--- src/design/sensor_i2c_pkg.sv ---
// Package: constants and types for the local sensor I2C master
package sensor_i2c_pkg;
    localparam int unsigned CORE_CLK_HZ     = 20000000;
    localparam int unsigned SCL_RATE_HZ     = 100000;
    // Quarter of an SCL period in core cycles
    localparam int unsigned QUARTER_CYCLES  = CORE_CLK_HZ / (SCL_RATE_HZ * 4);
    localparam int unsigned BUS_FREE_CYCLES = QUARTER_CYCLES * 4;
    localparam logic        DIR_WRITE       = 1'h0;
    localparam logic        DIR_READ        = 1'h1;
    localparam logic [3:0]  BITS_PER_BYTE   = 4'h8;

    typedef enum logic [1:0] {
        OP_BYTE_WRITE = 2'h0,
        OP_PAGE_WRITE = 2'h1,
        OP_RANDOM_READ = 2'h2,
        OP_SEQ_READ   = 2'h3
    } op_t;

    typedef struct packed {
        op_t        op;
        logic [6:0] target;
        logic [7:0] pointer;
    } cmd_t;
endpackage : sensor_i2c_pkg

--- src/design/local_sensor_i2c_master.sv ---
// Local sensor I2C master: 100 kHz, 7-bit address, write and read formats
//
// Behaviour
// RQ1: SCL is generated by this master at a fixed 100 kHz.
// RQ2: The target is addressed by seven address bits plus a direction bit, giving separate write and read bytes.
// RQ3: Writes are either a single data byte or a page of several bytes.
// RQ4: Reads are either a random read of one byte or a sequential read of several.
// RQ5: A START is only issued when the bus has been seen free.
// RQ6: A write sends the write address byte, then the 8-bit pointer, then the data.
// RQ7: Any number of data bytes may follow the pointer and the target stores them at successive locations.
// RQ8: The target advances its pointer during the acknowledge of each data byte.
// RQ9: Reading starts with the read address after a repeated START or a fresh START on an idle bus.
// RQ10: After acknowledging the read address the target sends its first byte at once.
// RQ11: In a combined read the repeated START follows on the first SCL pulse after the pointer acknowledge.
// RQ12: The target returns data from the pointer last written.
// RQ13: A random read not-acknowledges its one data byte and then issues STOP.
// RQ14: A sequential read acknowledges every data byte except the last.
// RQ15: A sequential read ends with a not-acknowledge on the last byte followed by STOP.
// RQ16: Sequential reads are unbounded in length and the user must mind target pointer wrap.
// RQ17: Bytes go MSB first with an acknowledge bit on the ninth clock.
`timescale 1ns/1ns
module local_sensor_i2c_master (
    input  wire logic                 core_clk_i,
    input  wire logic                 rst_n_i,
    input  wire logic                 cmd_valid_i,
    input  wire sensor_i2c_pkg::cmd_t cmd_i,
    output logic                      cmd_ready_o,
    input  wire logic                 wr_valid_i,
    input  wire logic [7:0]           wr_data_i,
    input  wire logic                 wr_last_i,
    output logic                      wr_ready_o,
    input  wire logic                 rd_last_i,
    output logic                      rd_valid_o,
    output logic [7:0]                rd_data_o,
    output logic                      done_o,
    output logic                      nack_o,
    input  wire logic                 scl_i,
    output logic                      scl_o,
    output logic                      scl_oe_o,
    input  wire logic                 sda_i,
    output logic                      sda_o,
    output logic                      sda_oe_o
);
    // ------------------------------------------------------------
    // Types and state
    // ------------------------------------------------------------
    typedef enum logic [8:0] {
        ST_IDLE    = 9'h001,
        ST_START   = 9'h002,
        ST_BYTE    = 9'h004,
        ST_ACK     = 9'h008,
        ST_RESTART = 9'h010,
        ST_STOP    = 9'h020,
        ST_FETCH   = 9'h040,
        ST_DONE    = 9'h080,
        ST_WAIT    = 9'h100
    } state_t;
    typedef enum logic [2:0] {
        PH_ADDR_W = 3'h0,
        PH_POINTER = 3'h1,
        PH_DATA_W = 3'h2,
        PH_ADDR_R = 3'h3,
        PH_DATA_R = 3'h4
    } phase_t;

    state_t               state;
    phase_t               phase;
    sensor_i2c_pkg::cmd_t cmd;
    logic [7:0]           shreg;
    logic [3:0]           bit_cnt;
    logic [1:0]           quarter;
    logic [7:0]           tick_cnt;
    logic                 last_byte;
    logic                 scl_m;
    logic                 scl_s;
    logic                 sda_m;
    logic                 sda_s;
    logic                 sda_prev;
    logic                 scl_prev;
    logic                 bus_busy;
    logic [7:0]           free_cnt;
    logic                 bus_free;
    logic                 tick;

    function automatic logic is_read(input sensor_i2c_pkg::op_t op);
        is_read = (op == sensor_i2c_pkg::OP_RANDOM_READ) || (op == sensor_i2c_pkg::OP_SEQ_READ);
    endfunction : is_read

    // ------------------------------------------------------------
    // Pin synchronisers and bus monitor
    // ------------------------------------------------------------
    always_ff @(posedge core_clk_i or negedge rst_n_i) begin
        if (!rst_n_i) begin
            scl_m <= 1'h1;
            scl_s <= 1'h1;
            sda_m <= 1'h1;
            sda_s <= 1'h1;
        end else begin
            scl_m <= scl_i;
            scl_s <= scl_m;
            sda_m <= sda_i;
            sda_s <= sda_m;
        end
    end

    always_ff @(posedge core_clk_i or negedge rst_n_i) begin
        if (!rst_n_i) begin
            sda_prev <= 1'h1;
            scl_prev <= 1'h1;
            bus_busy <= 1'h0;
            free_cnt <= 8'h00;
        end else begin
            sda_prev <= sda_s;
            scl_prev <= scl_s;
            if (scl_s && scl_prev && sda_prev && !sda_s) begin
                bus_busy <= 1'h1;
            end else if (scl_s && scl_prev && !sda_prev && sda_s) begin
                bus_busy <= 1'h0;
            end
            // Bus counts as free only after a full SCL period high on both lines
            if (!scl_s || !sda_s || bus_busy) begin
                free_cnt <= 8'h00;
            end else if (free_cnt != 8'(sensor_i2c_pkg::BUS_FREE_CYCLES)) begin
                free_cnt <= free_cnt + 8'h01;
            end
        end
    end
    assign bus_free = (free_cnt == 8'(sensor_i2c_pkg::BUS_FREE_CYCLES)); // [RQ5]

    // ------------------------------------------------------------
    // Quarter-period timebase
    // ------------------------------------------------------------
    always_ff @(posedge core_clk_i or negedge rst_n_i) begin
        if (!rst_n_i) begin
            tick_cnt <= 8'h00;
        end else if (state == ST_IDLE || tick) begin
            tick_cnt <= 8'h00;
        end else begin
            tick_cnt <= tick_cnt + 8'h01;
        end
    end
    assign tick = (tick_cnt == 8'(sensor_i2c_pkg::QUARTER_CYCLES - 1)); // [RQ1]

    // ------------------------------------------------------------
    // Handshakes
    // ------------------------------------------------------------
    assign cmd_ready_o = (state == ST_IDLE) && bus_free; // [RQ5]
    assign wr_ready_o  = (state == ST_FETCH);

    // ------------------------------------------------------------
    // Sequencer
    // ------------------------------------------------------------
    always_ff @(posedge core_clk_i or negedge rst_n_i) begin
        if (!rst_n_i) begin
            state      <= ST_IDLE;
            phase      <= PH_ADDR_W;
            cmd        <= '0;
            shreg      <= 8'h00;
            bit_cnt    <= 4'h0;
            quarter    <= 2'h0;
            last_byte  <= 1'h0;
            scl_o      <= 1'h1;
            sda_o      <= 1'h1;
            rd_valid_o <= 1'h0;
            rd_data_o  <= 8'h00;
            done_o     <= 1'h0;
            nack_o     <= 1'h0;
        end else begin
            rd_valid_o <= 1'h0;
            done_o     <= 1'h0;
            case (state)
                ST_IDLE: begin
                    scl_o   <= 1'h1;
                    sda_o   <= 1'h1;
                    quarter <= 2'h0;
                    if (cmd_valid_i && bus_free) begin // [RQ5]
                        cmd    <= cmd_i;
                        nack_o <= 1'h0;
                        phase  <= PH_ADDR_W;
                        shreg  <= {cmd_i.target, sensor_i2c_pkg::DIR_WRITE}; // [RQ2] [RQ6]
                        state  <= ST_START;
                    end
                end
                ST_START, ST_RESTART: if (tick) begin
                    // Restart raises SDA with SCL low, then SCL, then drops SDA
                    quarter <= quarter + 2'h1;
                    case (quarter)
                        2'h0: sda_o <= 1'h1;
                        2'h1: scl_o <= 1'h1;
                        2'h2: sda_o <= 1'h0;
                        default: begin
                            scl_o   <= 1'h0;
                            bit_cnt <= 4'h0;
                            state   <= ST_BYTE;
                        end
                    endcase
                end
                ST_BYTE: if (tick) begin
                    quarter <= quarter + 2'h1;
                    case (quarter)
                        2'h0: sda_o <= (phase == PH_DATA_R) ? 1'h1 : shreg[7]; // [RQ17]
                        2'h1: scl_o <= 1'h1;
                        2'h2: if (scl_s) shreg <= {shreg[6:0], sda_s}; // Stretched SCL holds the bit
                              else quarter <= 2'h2;
                        default: begin
                            scl_o   <= 1'h0;
                            bit_cnt <= bit_cnt + 4'h1;
                            if (bit_cnt == sensor_i2c_pkg::BITS_PER_BYTE - 4'h1) state <= ST_ACK; // [RQ17]
                        end
                    endcase
                end
                ST_ACK: if (tick) begin
                    quarter <= quarter + 2'h1;
                    case (quarter)
                        2'h0: begin
                            if (phase == PH_DATA_R) begin
                                sda_o      <= last_byte; // [RQ13] [RQ14] [RQ15]
                                rd_valid_o <= 1'h1;
                                rd_data_o  <= shreg;
                            end else begin
                                sda_o <= 1'h1;
                            end
                        end
                        2'h1: scl_o <= 1'h1;
                        2'h2: if (!scl_s) quarter <= 2'h2;
                              else if (phase != PH_DATA_R && sda_s) nack_o <= 1'h1;
                        default: begin
                            scl_o   <= 1'h0;
                            bit_cnt <= 4'h0;
                            if (nack_o) begin
                                state <= ST_STOP;
                            end else begin
                                case (phase)
                                    PH_ADDR_W: begin
                                        phase <= PH_POINTER;
                                        shreg <= cmd.pointer; // [RQ6]
                                        state <= ST_BYTE;
                                    end
                                    PH_POINTER: begin
                                        if (is_read(cmd.op)) begin
                                            phase <= PH_ADDR_R;
                                            shreg <= {cmd.target, sensor_i2c_pkg::DIR_READ}; // [RQ2] [RQ9]
                                            state <= ST_RESTART; // [RQ11]
                                        end else begin
                                            phase <= PH_DATA_W;
                                            state <= ST_FETCH;
                                        end
                                    end
                                    PH_DATA_W: state <= last_byte ? ST_STOP : ST_FETCH; // [RQ3] [RQ7]
                                    PH_ADDR_R: begin
                                        phase     <= PH_DATA_R; // [RQ10]
                                        last_byte <= (cmd.op == sensor_i2c_pkg::OP_RANDOM_READ) || rd_last_i; // [RQ4]
                                        state     <= ST_BYTE;
                                    end
                                    default: begin
                                        // Host sets rd_last_i before this byte's acknowledge ends, ahead of the next byte; wrap is its concern
                                        last_byte <= rd_last_i; // [RQ16]
                                        state     <= last_byte ? ST_STOP : ST_BYTE; // [RQ15]
                                    end
                                endcase
                            end
                        end
                    endcase
                end
                ST_FETCH: if (wr_valid_i) begin
                    shreg     <= wr_data_i;
                    last_byte <= wr_last_i || (cmd.op == sensor_i2c_pkg::OP_BYTE_WRITE); // [RQ3]
                    quarter   <= 2'h0;
                    state     <= ST_BYTE;
                end
                ST_STOP: if (tick) begin
                    quarter <= quarter + 2'h1;
                    case (quarter)
                        2'h0: sda_o <= 1'h0;
                        2'h1: scl_o <= 1'h1;
                        2'h2: sda_o <= 1'h1; // [RQ13]
                        default: state <= ST_DONE;
                    endcase
                end
                ST_DONE: begin
                    done_o <= 1'h1;
                    state  <= ST_WAIT;
                end
                ST_WAIT: state <= ST_IDLE;
                default: state <= ST_IDLE;
            endcase
        end
    end

    // Open drain: drive only a low level
    assign scl_oe_o = !scl_o;
    assign sda_oe_o = !sda_o;

    // ------------------------------------------------------------
    // Checks
    // ------------------------------------------------------------
    a_start_bus_free: assert property (@(posedge core_clk_i) disable iff (!rst_n_i) // [RQ5]
        $rose(state == ST_START) |-> $past(bus_free))
        else $error("START issued while bus not free");
    // Unstretched SCL high phase is two quarters, 100 core cycles; a stretching target would trip it
    a_tick_rate: assert property (@(posedge core_clk_i) disable iff (!rst_n_i) // [RQ1]
        $rose(scl_o) && (state == ST_BYTE || state == ST_ACK) |-> ##99 scl_o ##1 !scl_o)
        else $error("SCL high time wrong");
    a_addr_write_byte: assert property (@(posedge core_clk_i) disable iff (!rst_n_i) // [RQ2]
        $rose(state == ST_START) |-> shreg[0] == sensor_i2c_pkg::DIR_WRITE)
        else $error("Write address byte has read direction");
    a_restart_read_addr: assert property (@(posedge core_clk_i) disable iff (!rst_n_i) // [RQ11]
        $rose(state == ST_RESTART) |-> shreg[0] == sensor_i2c_pkg::DIR_READ && $past(phase) == PH_POINTER)
        else $error("Repeated START without read address");
    a_last_read_nack: assert property (@(posedge core_clk_i) disable iff (!rst_n_i) // [RQ13]
        rd_valid_o && last_byte |-> sda_o)
        else $error("Last read byte was acknowledged");
    a_seq_read_ack: assert property (@(posedge core_clk_i) disable iff (!rst_n_i) // [RQ14]
        rd_valid_o && !last_byte |-> !sda_o)
        else $error("Non-final read byte not acknowledged");
    a_nack_then_stop: assert property (@(posedge core_clk_i) disable iff (!rst_n_i) // [RQ15]
        state == ST_ACK && phase == PH_DATA_R && last_byte && quarter == 2'h3 && tick && !nack_o
        |=> state == ST_STOP)
        else $error("No STOP after final read byte");
    a_pointer_follows: assert property (@(posedge core_clk_i) disable iff (!rst_n_i) // [RQ6]
        $rose(phase == PH_POINTER) |-> shreg == cmd.pointer)
        else $error("Pointer byte does not follow address");
    a_byte_write_once: assert property (@(posedge core_clk_i) disable iff (!rst_n_i) // [RQ3]
        state == ST_FETCH && wr_valid_i && cmd.op == sensor_i2c_pkg::OP_BYTE_WRITE |=> last_byte)
        else $error("Single byte write not marked last");
endmodule : local_sensor_i2c_master

--- config.mk ---
export PLATFORM = sky130hd
export DESIGN_NAME = local_sensor_i2c_master
export DESIGN_NICKNAME = d
export VERILOG_FILES = /design/src/design/sensor_i2c_pkg.sv /design/src/design/local_sensor_i2c_master.sv
export SDC_FILE = /design/constraint.sdc
export NUM_CORES = 1
export LEC_CHECK = 0
export ABC_AREA = 1
export BUFFER_PORTS_ARGS = -buffer_cell sky130_fd_sc_hd__buf_2
export CORE_ASPECT_RATIO = 2
export CORE_UTILIZATION = 53
export DETAILED_ROUTE_END_ITERATION = 16
export GPL_TIMING_DRIVEN = 1
export HOLD_SLACK_MARGIN = 0.1
export PLACE_DENSITY = 0.86
export SLEW_MARGIN = 20
export SYNTH_ARGS = -nofsm -noshare
export SYNTH_HDL_FRONTEND = slang
export SYNTH_SLANG_ARGS = --single-unit
--- constraint.sdc ---
create_clock -name core_clk_i -period 1.6 [get_ports core_clk_i]
set_clock_uncertainty 0.1 [all_clocks]
set_input_delay 0.16 -clock core_clk_i [delete_from_list [all_inputs] [get_ports core_clk_i]]
set_output_delay 0.16 -clock core_clk_i [all_outputs]
set_load 0.005 [all_outputs]
==> results by group, run 1 <==
CTS
  • Root Buffer: clkbuf_16
  • CTS Buf Count: 9
  • CTS Buffer Depth: 2
  • Htree depth: 3
  • Clock sink total: 80

Floorplan
  • Die Ht: 132 um
  • Initial core utilization: 54.4%
  • Site Rows: 47
  • Die X-Extent: 67.0 um
  • I/O pins: 50

Timing
  • WEP type: output port
  • Worst setup endpoint GRT: cmd_ready_o

Synthesis
  • Syn Inst Count: 585
  • Synth top area cells: dfrtp_1 40%, nand2_1 17%, dfstp_2 5.3%, nor2_1 4.9%, inv_1 4.8%
  • Most frequent cell after synthesis: nand2_1
  • Post-synthesis cell type count: 33
  • Synth warn: 0
  • Area leader, netlist: dfrtp_1
  • Syn nets: 627
  • Post-synth top cells: 203 x nand2_1, 71 x dfrtp_1, 58 x nor2_1
  • Post-synthesis cell area: 0.00448 mm^2
  • Top_reg_cell synth: dfrtp_1
  • Synth Register Bits: 80
  • Seq/Total Area, Yosys: 44.9%
  • FFs w/ async S/R, synth: 100%
  • Avg Cell Area, Syn: 7.66 um^2
  • Area share of the largest cell type after synthesis: 39.7%
  • Post-synth EDFFs: 0

Place
  • RePlAce Congestion: 1.04
  • # port buffers: 49
  • DP HPWL: 9720 um

Status
  • Failing step: global routing
  • First error: [ERROR GRT-0232] Routing congestion too high. Check the congestion heatmap in the GUI.
  • Status: did not finish

GRT
  • Grt ovf: 6
  • Largest net degree at the start of global routing: 81
  • Total track usage: around 62%
## through the flow
step	instances	cell area, um^2	worst slack [ns]
floorplan	585	4550	-0.175
global placement	821	5630	-0.289
detailed placement	821	5630	-0.360
CTS	875	6640	-0.273
## repair_timing
item,4_1_cts
buffers inserted,18
endpoints found under the setup margin,67
hold endpoints to repair,105
pin swaps,43
gates resized for setup,101
hold buffers,20
cloned,2
## cells by family after synthesis
family / share of synthesized area [%]
and+or+nand+nor: 34.5
AOI/OAI and AO/OA: 6.67
buffers and inverters: 6.17
xor gates and xnor gates: 0.977
DFF: 44.9
muxes: 4.27
adders and majority gates: 2.51
## layer usage
metal,overflow,track usage [%]
met1,0,64.2
met2,3,81.2
met3,0,37.1
met4,3,62.9
met5,0,0
==> run 2: changes to the inputs <==
--- a/config.mk
+++ b/config.mk
@@ -7,12 +7,10 @@
 export LEC_CHECK = 0
 export ABC_AREA = 1
 export BUFFER_PORTS_ARGS = -buffer_cell sky130_fd_sc_hd__buf_2
-export CORE_ASPECT_RATIO = 2
-export CORE_UTILIZATION = 53
+export CORE_UTILIZATION = 40
 export DETAILED_ROUTE_END_ITERATION = 16
 export GPL_TIMING_DRIVEN = 1
-export HOLD_SLACK_MARGIN = 0.1
-export PLACE_DENSITY = 0.86
+export PLACE_DENSITY_LB_ADDON = 0.15
 export SLEW_MARGIN = 20
 export SYNTH_ARGS = -nofsm -noshare
 export SYNTH_HDL_FRONTEND = slang
==> constraint.sdc (replaced) <==
create_clock -name core_clk_i -period 2.1 [get_ports core_clk_i]
set_clock_uncertainty 0.1 [all_clocks]
set_input_delay 0.21 -clock core_clk_i [delete_from_list [all_inputs] [get_ports core_clk_i]]
set_output_delay 0.21 -clock core_clk_i [all_outputs]
set_load 0.005 [all_outputs]
==> run 2 against run 1 <==
The flow now finishes without violations. Synthesized cell count is the same. Synthesized area stayed put.
==> results by group, run 2 <==
Final layout
  • Max reg flops: 17
  • Cell area after layout: about 0.0054 mm^2
  • Nets@finish: 712
  • Synth-to-Final Area Change: 20.6%
  • Inserted Diodes: 0
  • Commonest non-fill, non-tap cell in the layout: nand2_1
  • Most frequent cells in the layout: 200 x nand2_1, 71 x dfrtp_1, 57 x inv_1
  • Reg with most FFs: cmd
  • Final non-filler cell total: 815
  • Ratio of cells with drive above 1 in the final layout: roughly 20%
  • Largest regs: cmd: 17 flops, state: 9 flops

Routing
  • Routed Antenna Nets: 0
  • Initial DRC Count: 328
  • DR vias: 4050
  • WL per Instance: 13.4 um
  • Number of vias per cell: 4.97
  • Post-Route WL: approximately 11000 um
  • Pre-Repair DR Iteration Count: 5
  • DRC viols: 0

Timing
  • Max Slew Vio Count: 0
  • Setup violators final: 0
  • Final worst slack: 0.130 ns
  • Minimum clock period: 1.97 ns
  • Period Utilization, post-route: 93.8%
  • RSZ-0062 raised after global routing: yes
  • Rel. slew slack: between 60 and 70%
  • Slew @ Worst Pin: 0.560 ns
  • Hold Vio Cnt, Final: 0
  • Max Fclk: 508 MHz

Critical path
  • Cell mode on critical path: nand2_1
  • R2R setup slack: 0.13 ns
  • R2R Path End: shreg[3]
  • Worst path depth: 11
  • Critical Path Start Type: flip-flop
  • CP required: roughly 2.3 ns
  • R2R depth: 11
  • Cell family with most CP delay: simple AND/OR/NAND/NOR gates
  • Crit-path max cell delay: 0.40 ns
  • Reg-to-Reg Start: tick_cnt[1]
  • CP Cell Sequence: inv_1, ha_1, nand2_1, nor2_1, nand2_2, inv_1, o21ai_0, a21oi_1, nand3_2, nand2_1, nand2_1
  • Worst Setup SP: tick_cnt[1]
  • Slowest-stage cell, CP: dfrtp_1
  • Buffers & Inverters on Critical Path: 2
  • WP data arrival: 2.13 ns
  • Critical path peak fanout: 8
  • Critical path capture point: shreg[3]
  • Setup crit end kind: flip-flop
  • Crit Path Class: reg2reg

Floorplan
  • Initial core utilization: 41.2%
  • I/O pins: 50
  • Die X-Extent: 108 um
  • Die Ht: 108 um
  • Site Rows: 38
  • Die area: 0.0116 mm^2
  • Floorplan core area: 0.0109 mm^2

Synthesis
  • FFs w/ async S/R, synth: 100%
  • Post-synthesis cell area: 0.00448 mm^2
  • Syn nets: 627
  • Synth top area cells: dfrtp_1 40%, nand2_1 17%, dfstp_2 5.3%, nor2_1 4.9%, inv_1 4.8%
  • Post-synth EDFFs: 0
  • Post-synth top cells: 203 x nand2_1, 71 x dfrtp_1, 58 x nor2_1
  • Seq/Total Area, Yosys: 44.9%
  • Top_reg_cell synth: dfrtp_1
  • Most frequent cell after synthesis: nand2_1
  • Area share of the largest cell type after synthesis: 39.7%
  • Post-synthesis cell type count: 33
  • Synth Register Bits: 80
  • Avg Cell Area, Syn: 7.66 um^2
  • Synth warn: 0
  • Syn Inst Count: between 500 and 600
  • Area leader, netlist: dfrtp_1

GRT
  • Initial antenna violation count: 0
  • Total track usage: about a fifth
  • First-pass GRT wire length: between 15000 and 20000 um
  • Grt ovf: 0
  • GR Layer Usage met2: around a third
  • Largest net degree at the start of global routing: 48
  • Vias in the first global route: 3899
  • GR Util met3: about 3.9%
  • GR peak layer: met2
  • Met1 Use GR: around 28%

Pwr
  • Max VDD drop: between 0.3 and 0.4 mV
  • Leakage power: 0.00289 uW
  • Pwr/cell area: 510 mW/mm^2
  • Pwr Total: 2750 uW

Place
  • RePlAce Congestion: 0.860
  • DP HPWL: 8130 um
  • DP Worst Slack: 0.0510 ns
  • Placed Cells: 779
  • # port buffers: 49
  • Post-DP Area: 0.00496 mm^2

CTS
  • Root Buffer: clkbuf_8
  • Clock sink total: 80
  • Clk_lat worst skew: between 0.3 and 0.4 ns
  • Htree depth: 3
  • CTS tree: done
  • CTS Buffer Depth: 2
  • CTS Buf Count: 9
  • Reg clk slew, reported paths: ~0.080 ns

Job
  • Max-Cap Viols: 0

Worst hold path
  • Hold crit path type: in2reg

Status
  • Status: complete, no violations
## run 2: cell counts after synthesis
No cell type changed its count.
## run 2: metal layers
metal / part of all wire (%) / vias up
met3: 5.0 / 19
met1: 47 / 1866
met4: 1.8 / 0
met5: 0 / -
met2: 46 / 113
li1: - / 2052
## run 2: layout make-up
class / instances / area (um^2)
fill: 1074 / 5490
multi-input combinational: 435 / 2250
sequential: 80 / 2010
timing repair buffer: 80 / 541
inverter: 64 / 243
tap: 140 / 175
clock buffer: 11 / 151
clock inverter: 5 / 31.3
## run 2: where the power goes
group / switching (uW) / internal (uW)
Combinational: 64.8 / 59.4
Sequential: 5.55 / 1560
Clock: 577 / 489
## run 2: worst min-delay path by stage
stage	start	end	slack, ns	depth (start not counted)
floorplan	rst_n_i	bit_cnt[0]	-0.19	0
global placement	rst_n_i	done_o	0.1	1
detailed placement	rst_n_i	done_o	0.11	1
CTS	cmd_i[14]	cmd[14]	0.005	3
global route	cmd_i[14]	cmd[14]	0.007	3
finish	cmd_i[14]	cmd[14]	0.02	3
## run 2: worst register-to-register path: stages (launching register included)
cell     delay (ns)
dfrtp_1        0.40
inv_1          0.06
ha_1           0.13
nand2_1        0.05
nor2_1         0.11
nand2_2        0.16
inv_1          0.25
o21ai_0        0.12
a21oi_1        0.15
nand3_2        0.18
nand2_1        0.10
nand2_1        0.05
## run 2: cells by family (layout without fill, tap and decap cells)
family | Yosys count | count (layout) | synth area share, %
AOI/OAI and AO/OA | 54 | 54 | 6.67
buffers and inverters | 70 | 160 | 6.17
adders and majority gates | 9 | 9 | 2.51
DFF | 80 | 80 | 44.9
and+or+nand+nor | 352 | 352 | 34.5
muxes | 15 | 15 | 4.27
xor gates and xnor gates | 5 | 5 | 0.977
## run 2: stage by stage
step | utilization, % | TNS [ns] | hold WS (ns)
after global placement | 45.6 | 0 | 0.0968
after detailed placement | 45.6 | 0 | 0.105
after global routing | 49.6 | -0.267 | 0.00746
final | 49.6 | 0 | 0.0230
after floorplan | - | 0 | -0.186
after CTS | 49.0 | 0 | 0.00543
## run 2: what timing repair did
item,CTS,global route
resized for setup,0,15
setup endpoints to repair,0,22
hold buffers,19,0
hold endpoints to repair,49,0
setup buffers,0,1
(Power assumes the default switching activity.)
